===== src/qwrite_consts.vh =====
`ifndef QWRITE_CONSTS_VH
`define QWRITE_CONSTS_VH
// Register indices; byte address is index times four
`define IDX_FAULT_FLAGS   4'h1
`define IDX_COUNT_TAG     4'h2
`define IDX_ADDR_LOW      4'h3
`define IDX_ADDR_MID      4'h4
`define IDX_ADDR_HIGH     4'h5
`define IDX_DRIVE_HEAD    4'h6
`define IDX_DEVICE_STATE  4'h7
`define IDX_FEATURE       4'h8
`define IDX_OPCODE        4'h9
`define IDX_ENV_CTRL      4'ha
`define IDX_EVENT_CTRL    4'hb
`define IDX_START_ADDR    4'hc
`define IDX_CMD_INFO      4'hd
// Opcodes
`define OP_WRITE_DMA_Q    8'hcc
`define OP_WRITE_MULTI    8'hc5
`define OP_SERVICE        8'ha2
// Fault flag bit positions
`define FF_INTERFACE_CRC_FLAG           7
`define FF_WP             6
`define FF_MC             5
`define FF_ADDRESS_NOT_FOUND           4
`define FF_MCR            3
`define FF_ABORT_FLAG           2
`define FF_NM             1
// Status bit positions
`define ST_BUSY           7
`define ST_READY          6
`define ST_FAULT          5
`define ST_SERVICE_PENDING           4
`define ST_DRQ            3
`define ST_ERR            0
// Count register fields
`define CT_TAG_HI         7
`define CT_TAG_LO         3
`define CT_REL            2
`define CT_IO             1
`define CT_CD             0
// Drive/head fields
`define DH_LBA            6
`define DH_DEV            4
`define DH_HEAD_HI        3
`define DH_HEAD_LO        0
// Environment control bits
`define EC_QUEUE_SUP      0
`define EC_OVL_INT_EN     1
`define EC_REMOVABLE      2
`define EC_WR_PROT        3
`define EC_NO_MEDIUM      4
`define EC_GEOM_BAD       5
`define EC_OTHER_READY    6
`define EC_DEV_FAULT      7
`define EC_UDMA           8
// Event control bits (write one to signal)
`define EV_DATA_START     0
`define EV_DATA_DONE      1
`define EV_CRC_ERR        2
`define EV_MEDIA_ERR      3
`define EV_RANGE_ERR      4
`define EV_ADDR_NF        5
`define EV_MEDIA_CHG      6
`define EV_CHG_REQ        7
`define EV_RELEASE        8
`define EV_READY_SVC      9
`define EV_MEDIA_CMD      10
// Misc
`define ZERO_BYTE         8'h00
`define SECT_256          9'h100
`define STATE_RESET       8'h40
`define SLV_DEAD          32'hdeadbeef
`endif


===== src/queued_write_taskfile_outputs.v =====
// Register access over Avalon-MM and the placing of the registers were chosen for this implementation.
`timescale 1ns/100ps
`include "qwrite_consts.vh"

module queued_write_taskfile_outputs #(
	parameter QUEUE_DEPTH = 32,              // Supported tags are below this value
	parameter [31:0] DEVICE_ID = 32'h0000_1234 // Arbitrary identity value
) (
	input  wire        ref_clk,           // 100 MHz clock
	input  wire        rst_n,             // Synchronous reset, active low
	input  wire        clk_en,            // Freezes all state while low
	input  wire [5:0]  avs_address,       // Word index
	input  wire        avs_read,          // Read strobe
	input  wire        avs_write,         // Write strobe
	input  wire [31:0] avs_writedata,     // Write data
	input  wire [3:0]  avs_byteenable,    // Byte enables
	output reg  [31:0] avs_readdata,      // Read data
	output wire        avs_waitrequest,   // Stall
	output wire        bus_released,      // Command released the bus
	output wire        dma_write_active,  // Queued write in progress, bus not released
	output wire        pio_write_active   // Multiple write accepted
);

	localparam ST_IDLE = 2'd0;
	localparam ST_REL  = 2'd1;
	localparam ST_XFER = 2'd2;
	localparam ST_PIO  = 2'd3;

	reg  [1:0]  state_q;
	reg  [7:0]  fault_flags_q;
	reg  [7:0]  count_tag_q;
	reg  [7:0]  addr_low_q;
	reg  [7:0]  addr_mid_q;
	reg  [7:0]  addr_high_q;
	reg  [7:0]  drive_head_q;
	reg  [7:0]  device_state_q;
	reg  [7:0]  feature_q;
	reg  [8:0]  env_q;
	reg  [4:0]  cur_tag_q;
	reg         media_chg_det_q;
	reg         chg_req_q;
	reg         queue_valid_q;
	reg  [8:0]  sect_total_q;
	reg         ack_q;

	wire        req      = (avs_read | avs_write) & ~ack_q;
	// Writes land on the answer edge, where waitrequest is low
	wire        wr_go    = avs_write & ack_q & clk_en;
	wire [3:0]  idx      = avs_address[3:0];
	wire        hi_zero  = (avs_address[5:4] == 2'b00);

	// One wait cycle on every access while clk_en is high
	assign avs_waitrequest  = (avs_read | avs_write) & ~ack_q;
	assign bus_released     = (state_q == ST_REL);
	assign dma_write_active = (state_q == ST_XFER);
	assign pio_write_active = (state_q == ST_PIO);

	// Write strobe for one register index
	function hit;
		input [3:0] i;
		input [3:0] want;
		input       en;
		begin
			hit = en & (i == want);
		end
	endfunction

	wire        env_wr  = hit(idx, `IDX_ENV_CTRL, wr_go & hi_zero & avs_byteenable[0]);
	wire        ev_wr   = hit(idx, `IDX_EVENT_CTRL, wr_go & hi_zero);
	wire        op_wr   = hit(idx, `IDX_OPCODE, wr_go & hi_zero & avs_byteenable[0]);
	wire [7:0]  opcode  = avs_writedata[7:0];
	wire [10:0] ev      = ev_wr ? avs_writedata[10:0] : 11'h000;
	wire        queue_sup = env_q[`EC_QUEUE_SUP];
	wire [4:0]  in_tag  = count_tag_q[`CT_TAG_HI:`CT_TAG_LO];
	wire        tag_bad = queue_sup & ({27'd0, in_tag} >= QUEUE_DEPTH);
	wire [7:0]  tag_out = queue_sup ? {cur_tag_q, 3'b000} : `ZERO_BYTE;
	wire        dev_bit = drive_head_q[`DH_DEV];
	wire        sel_lba = drive_head_q[`DH_LBA];
	wire [27:0] start_addr = {drive_head_q[`DH_HEAD_HI:`DH_HEAD_LO], addr_high_q,
	                          addr_mid_q, addr_low_q};

	// Status pattern for completions and errors
	function [7:0] done_status;
		input fault;
		input service_pending;
		input err;
		begin
			done_status = `ZERO_BYTE;
			done_status[`ST_READY] = 1'b1;
			done_status[`ST_FAULT] = fault;
			done_status[`ST_SERVICE_PENDING]  = service_pending;
			done_status[`ST_ERR]   = err;
		end
	endfunction

	// Error flag set for a terminated command
	reg [7:0] err_flags;
	always @* begin
		err_flags = `ZERO_BYTE;
		err_flags[`FF_INTERFACE_CRC_FLAG]  = ev[`EV_CRC_ERR] & env_q[`EC_UDMA];
		err_flags[`FF_WP]    = env_q[`EC_REMOVABLE] & env_q[`EC_WR_PROT];
		err_flags[`FF_NM]    = env_q[`EC_REMOVABLE] & env_q[`EC_NO_MEDIUM];
		err_flags[`FF_MC]    = env_q[`EC_REMOVABLE] & media_chg_det_q;
		err_flags[`FF_MCR]   = chg_req_q;
		err_flags[`FF_ADDRESS_NOT_FOUND]  = ev[`EV_ADDR_NF] | env_q[`EC_GEOM_BAD];
		err_flags[`FF_ABORT_FLAG]  = (ev[`EV_CRC_ERR] & env_q[`EC_UDMA]) |
		                       (ev[`EV_RANGE_ERR] & ~err_flags[`FF_ADDRESS_NOT_FOUND]);
	end

	wire term_err = ev[`EV_CRC_ERR] | ev[`EV_MEDIA_ERR] | ev[`EV_RANGE_ERR] | ev[`EV_ADDR_NF];

	// Register file, command decode and transfer sequencing
	always @(posedge ref_clk) begin
		if (!rst_n) begin
			state_q         <= ST_IDLE;
			fault_flags_q   <= `ZERO_BYTE;
			count_tag_q     <= `ZERO_BYTE;
			addr_low_q      <= `ZERO_BYTE;
			addr_mid_q      <= `ZERO_BYTE;
			addr_high_q     <= `ZERO_BYTE;
			drive_head_q    <= `ZERO_BYTE;
			device_state_q  <= `STATE_RESET;
			feature_q       <= `ZERO_BYTE;
			env_q           <= 9'h000;
			cur_tag_q       <= 5'd0;
			media_chg_det_q <= 1'b0;
			chg_req_q       <= 1'b0;
			queue_valid_q   <= 1'b0;
			sect_total_q    <= 9'h000;
			ack_q           <= 1'b0;
		end else if (clk_en) begin
			ack_q <= req;
			if (wr_go & hi_zero & avs_byteenable[0]) begin
				case (idx)
				`IDX_COUNT_TAG:  count_tag_q  <= avs_writedata[7:0];
				`IDX_ADDR_LOW:   addr_low_q   <= avs_writedata[7:0];
				`IDX_ADDR_MID:   addr_mid_q   <= avs_writedata[7:0];
				`IDX_ADDR_HIGH:  addr_high_q  <= avs_writedata[7:0];
				`IDX_DRIVE_HEAD: drive_head_q <= avs_writedata[7:0];
				`IDX_FEATURE:    feature_q    <= avs_writedata[7:0];
				default: ;
				endcase
			end
			if (env_wr)
				env_q <= {avs_writedata[8] & avs_byteenable[1], avs_writedata[7:0]};
			// Detection sets win over clears in the same cycle
			if (ev[`EV_MEDIA_CHG])
				media_chg_det_q <= 1'b1;
			if (ev[`EV_CHG_REQ])
				chg_req_q <= 1'b1;
			else if (ev[`EV_MEDIA_CMD])
				chg_req_q <= 1'b0;
			if (op_wr) begin
				if (opcode == `OP_WRITE_DMA_Q) begin
					if (!env_q[`EC_OVL_INT_EN] | tag_bad) begin
						fault_flags_q  <= 8'h01 << `FF_ABORT_FLAG;
						device_state_q <= done_status(env_q[`EC_DEV_FAULT], 1'b0, 1'b1);
						state_q        <= ST_IDLE;
					end else begin
						cur_tag_q      <= in_tag;
						queue_valid_q  <= 1'b1;
						state_q        <= ST_XFER;
						device_state_q <= 8'h01 << `ST_BUSY;
					end
				end else if (opcode == `OP_WRITE_MULTI) begin
					sect_total_q   <= (count_tag_q == `ZERO_BYTE) ? `SECT_256 : {1'b0, count_tag_q};
					state_q        <= ST_PIO;
					device_state_q <= done_status(1'b0, 1'b0, 1'b0) | (8'h01 << `ST_DRQ);
				end else if (opcode == `OP_SERVICE && state_q == ST_REL) begin
					count_tag_q    <= tag_out | (8'h01 << `CT_REL);
					state_q        <= ST_XFER;
					device_state_q <= done_status(1'b0, env_q[`EC_OTHER_READY], 1'b0) | (8'h01 << `ST_DRQ);
				end else begin
					fault_flags_q  <= 8'h01 << `FF_ABORT_FLAG;
					device_state_q <= done_status(env_q[`EC_DEV_FAULT], 1'b0, 1'b1);
				end
			end else begin
				case (state_q)
				ST_XFER: begin
					// Release only allowed before data starts
					if (ev[`EV_RELEASE] && device_state_q[`ST_DRQ] == 1'b0) begin
						count_tag_q    <= tag_out | (8'h01 << `CT_REL);
						device_state_q <= done_status(1'b0, env_q[`EC_OTHER_READY], 1'b0);
						state_q        <= ST_REL;
					end else if (ev[`EV_DATA_START]) begin
						device_state_q <= done_status(1'b0, env_q[`EC_OTHER_READY], 1'b0) | (8'h01 << `ST_DRQ);
						count_tag_q    <= tag_out;
					end else if (term_err) begin
						fault_flags_q  <= err_flags;
						count_tag_q    <= tag_out | (8'h01 << `CT_IO) | (8'h01 << `CT_CD);
						device_state_q <= done_status(env_q[`EC_DEV_FAULT], env_q[`EC_OTHER_READY],
						                              |err_flags);
						addr_low_q     <= avs_writedata[23:16];
						addr_mid_q     <= avs_writedata[31:24];
						media_chg_det_q <= ev[`EV_MEDIA_CHG];                            // New change wins
						queue_valid_q  <= 1'b0;
						state_q        <= ST_IDLE;
					end else if (ev[`EV_DATA_DONE]) begin
						fault_flags_q  <= `ZERO_BYTE;
						count_tag_q    <= tag_out | (8'h01 << `CT_IO) | (8'h01 << `CT_CD);
						device_state_q <= done_status(1'b0, env_q[`EC_OTHER_READY], 1'b0);
						queue_valid_q  <= 1'b0;
						state_q        <= ST_IDLE;
					end
				end
				ST_REL: begin
					if (ev[`EV_READY_SVC])
						device_state_q[`ST_SERVICE_PENDING] <= 1'b1;
				end
				ST_PIO: begin
					if (ev[`EV_DATA_DONE]) begin
						device_state_q <= done_status(1'b0, 1'b0, 1'b0);
						state_q        <= ST_IDLE;
					end
				end
				default: ;
				endcase
			end
		end
	end

	// Device state value passed unchanged; the live drive bit is read beside it at bit 8
	wire [7:0] state_view = {device_state_q[7:5], device_state_q[4], device_state_q[3:0]};

	// Read data mux, registered in the wait cycle and valid in the answer cycle
	always @(posedge ref_clk) begin
		if (!rst_n)
			avs_readdata <= 32'h0000_0000;
		else if (clk_en && avs_read && !ack_q) begin
			if (!hi_zero)
				avs_readdata <= `SLV_DEAD;
			else
				case (idx)
				4'h0:              avs_readdata <= DEVICE_ID;
				`IDX_FAULT_FLAGS:  avs_readdata <= {24'd0, fault_flags_q};
				`IDX_COUNT_TAG:    avs_readdata <= {24'd0, count_tag_q};
				`IDX_ADDR_LOW:     avs_readdata <= {24'd0, addr_low_q};
				`IDX_ADDR_MID:     avs_readdata <= {24'd0, addr_mid_q};
				`IDX_ADDR_HIGH:    avs_readdata <= {24'd0, addr_high_q};
				`IDX_DRIVE_HEAD:   avs_readdata <= {24'd0, drive_head_q};
				`IDX_DEVICE_STATE: avs_readdata <= {23'd0, dev_bit, state_view};
				`IDX_ENV_CTRL:     avs_readdata <= {23'd0, env_q};
				`IDX_START_ADDR:   avs_readdata <= {3'd0, sel_lba, start_addr};
				`IDX_CMD_INFO:     avs_readdata <= {13'd0, queue_valid_q, chg_req_q, media_chg_det_q,
				                                    sect_total_q, cur_tag_q, state_q};
				default:           avs_readdata <= 32'h0000_0000;
				endcase
		end
	end

endmodule


===== config.mk =====
export PLATFORM = sky130hd
export DESIGN_NAME = queued_write_taskfile_outputs
export DESIGN_NICKNAME = d
export VERILOG_FILES = /design/src/queued_write_taskfile_outputs.v
export VERILOG_INCLUDE_DIRS = /design/src
export SDC_FILE = /design/constraint.sdc
export NUM_CORES = 1
export LEC_CHECK = 0
export ABC_CLOCK_PERIOD_IN_PS = 2800
export BUFFER_PORTS_ARGS = -buffer_cell sky130_fd_sc_hd__buf_2
export CAP_MARGIN = 20
export CORE_UTILIZATION = 55
export CTS_CLUSTER_SIZE = 40
export DETAILED_ROUTE_END_ITERATION = 6
export PLACE_DENSITY = 0.78
export SLEW_MARGIN = 25
export SYNTH_ARGS = -nofsm -noshare
export SYNTH_HDL_FRONTEND = slang
export SYNTH_SLANG_ARGS = --single-unit

===== constraint.sdc =====
create_clock -name ref_clk -period 2.8 [get_ports ref_clk]
set_input_delay 0.28 -clock ref_clk [delete_from_list [all_inputs] [get_ports ref_clk]]
set_output_delay 0.28 -clock ref_clk [all_outputs]
set_load 0.005 [all_outputs]

==> qor.txt <==
Min-delay src - avs_writedata[17]
Die Y - 101.7 microns
Skew-Pair Late Insertion Delay - 390 ps
CP Launch Type - flop
WHS Path Cells - 3
Final min period - 2577 ps
Largest family of logic cells by synthesized area - simple AND/OR/NAND/NOR gates
Levels on crit path - 7
Clock transition at path regs - 100 ps
Final core occ - 63.18%
Gr ovfl total - 0
Reg-to-reg startpoint - state_q[0]$_SDFFE_PN0P_
Critical path's top delay family - compound AO/OA/AOI/OAI gates
Router iterations before antenna repair - 7
Sw power - 753.3 uW
# rows - 36
Setup Skew - 11.77 ps
WP data arrival - 2830 ps
Worst slew pin tran - 908.3 ps
Clk sinks - 112
Final Hold Viols - 0
Slew Viols, Final - 0
LEAKAGE - 0.002410 uW
Root Buffer - clkbuf_8
Slew margin rel. - 39.44%
Asr flop ratio synth - 0%
# IOs - 83
Top FF cell, synth - dfxtp_1
Worst r2r path cells - 7
Antenna violations before repair - 0
Share of layout cells above drive strength 1 - 17.27%
Register area - 2242 sq um
Final setup vio count - 0
Cell internal pwr - 2049 uW
Share of the synthesized netlist area taken by xor and xnor gates - 0%
DIE AREA - 10350 sq um
Yosys warnings - 0
Layout net count - 764
RSZ-0062 raised after global routing - no
Slowest cell on crit path - dfxtp_1
Post-DRT Antenna Nets - 0
Post-synthesis simple-gate area fraction - 24.30%
CP Capture Type - flop
Mapped Avg Cell Area - 8.312 sq um
Post-synth EDFFs - 0
ANT cells - 0
Fillers - 880
F_max - 0.3881 GHz
WP data required - 3060 ps
Register area share after synthesis - 41.00%
Syn Inst Count - 658
Initial DRC count - 676
WP buf/inv - 1
Hold Buf Count CTS - 0
Power share of the combinational group - 9.3%
Core area - 9684 sq um
Routed via count - 5547
Synth Area in Compound Gates - 22.10%
Peak supply drop - 0.3137 mV
Total GRT Usage - 36.15%
Setup crit start - state_q[0]$_SDFFE_PN0P_
CP max FO - 14
CTS tree - done
Clock power share - 32.5%
Die width - 101.7 microns
Vias in the first global route - 5105
Power Dens Cells - 458.1 nW/um^2
CP Cell Sequence - ha_1, nor4bb_1, nand4_1, a211oi_1, nor4_2, buf_4, a311oi_1
Mapped cell area - 5469 sq um
Kind of critical path - reg -> reg
Status - complete, no violations
Drc violations - 0
First-pass GRT wire length - 27730 microns
Total Wirelength - 18090 microns
Initial Util - 56.47%
CP max stage delay - 550 ps
PostCTS Resize Cnt - 0
Area grow syn2layout - 11.87%
Final TNS setup - 0 ps
Vias per cell - 6.518
Area occupied by multi-input gates - 3003 sq um
Register bit count reported by yosys - 112
Tot Pwr - 2803 uW
Hold WC Path Type - in -> reg
GP Congestion - 0.9989
Clock buffer depth - 2
Post-DP HPWL - 12770 microns
Switching Share - 26.88%
Post-synthesis net count - 708
H-Tree Depth - 3
Final period utilization - 92.04%
Multiplexer share of the synthesized area - 7.756%
Flop pwr share - 58.2%
TritonCTS buffer count - 9
Post-synthesis cell type count - 67
Post-Synth Adder-Cell Area - 0.6863%
Routed len/inst - 21.26 microns
Largest net degree at the start of global routing - 64
Max_cap viols - 0
Setup Buffers After CTS - 0
Port Buffers - 74
## worst min-delay path, stage by stage
cell and delay (ps):
buf_2 80, a22oi_1 50, nand2_1 60
## power by group through the flow
| stage | Sequential (uW) | Clock, uW | Combinational (uW) |
|---|---|---|---|
| after floorplan | 1670 | 0 | 136 |
| after global placement | 1670 | 0 | 244 |
| after detailed placement | 1670 | 0 | 250 |
| after CTS | 1630 | 916 | 252 |
| after global routing | 1630 | 970 | 279 |
| final | 1630 | 910 | 260 |
## synthesized netlist by cell type, types with 7 or more instances
| library cell | n | share of area (%) |
|---|---|---|
| o21ai_0 | 42 | 3.8 |
| and2_1 | 7 | 0.80 |
| a21oi_1 | 36 | 3.3 |
| a31oi_1 | 13 | 1.5 |
| nand2b_1 | 10 | 1.1 |
| a221oi_1 | 13 | 2.1 |
| a222oi_1 | 7 | 1.3 |
| nor2_1 | 87 | 6.0 |
| buf_2 | 11 | 1.0 |
| a22oi_1 | 29 | 4.0 |
| mux2i_1 | 39 | 7.1 |
| clkbuf_1 | 32 | 2.2 |
| dfxtp_1 | 112 | 41 |
| nor3_1 | 11 | 1.0 |
| nor2b_1 | 9 | 1.0 |
| nand3_1 | 19 | 1.7 |
| nand2_1 | 71 | 4.9 |
## cell usage in the layout (no fill, tap or decap), types with 7 or more instances in the layout
cell type / count
dfxtp_1: 112
nor2_1: 87
buf_2: 74
nand2_1: 71
o21ai_0: 42
mux2i_1: 39
a21oi_1: 36
a22oi_1: 29
nand3_1: 19
buf_4: 19
a31oi_1: 13
a221oi_1: 13
nor3_1: 11
nand2b_1: 10
clkbuf_8: 10
nor2b_1: 9
and2_1: 7
a222oi_1: 7
## logic make-up (layout without fill, tap and decap cells)
family          count (synthesis)  count (layout)
simple gates                  265             265
buf+inv                        54             114
compound gates                181             181
mux                            42              42
flops                         112             112
other cells                     1               1
fa+ha+maj                       3               3
## metal layers
metal	track usage (%)	up-vias	share of wire (%)
met5	0	-	0
met4	22.85	0	5.3
met3	9.455	64	12
met2	52.60	383	42
met1	47.49	2583	41
li1	-	2517	-
## stage by stage
stage	hold WS [ps]	cells	cell area (sq um)	setup WS [ps]
floorplan	408.7	658	5469	810.8
global placement	435.5	836	5947	354.9
detailed placement	436.2	836	5947	316.2
CTS	99.25	851	6117	333.5
global route	114.1	851	6118	145.1
finish	106.1	851	6118	223.0
## worst paths after layout
path                                                 endpoint  slack [ps]
worst max-delay path            fault_flags_q[2]$_SDFFE_PN0P_         220
worst min-delay path               addr_low_q[1]$_SDFFE_PN0P_         110
worst max register to register  fault_flags_q[2]$_SDFFE_PN0P_         220
worst min register to register     addr_low_q[6]$_SDFFE_PN0P_         450
## final cells by class
| class | count | area share (%) |
|---|---|---|
| multi-input cells | 492 | 49.08 |
| inverters | 6 | 0.3885 |
| flip-flops and latches | 112 | 36.65 |
| repair buffers | 93 | 8.384 |
| clock buffers | 11 | 2.311 |
| clock inverters | 4 | 0.4703 |
| well taps | 133 | 2.720 |
## registers in the layout (all words and copies together), names as in the netlist
signal	flops
cur_tag_q	5
count_tag_q	8
avs_readdata	30
queue_valid_q	1
addr_mid_q	8
fault_flags_q	7
device_state_q	6
sect_total_q	9
media_chg_det_q	1
env_q	9
state_q	2
addr_low_q	8
ack_q	1
chg_req_q	1
addr_high_q	8
drive_head_q	8
Power figures use the tool's default switching activity.
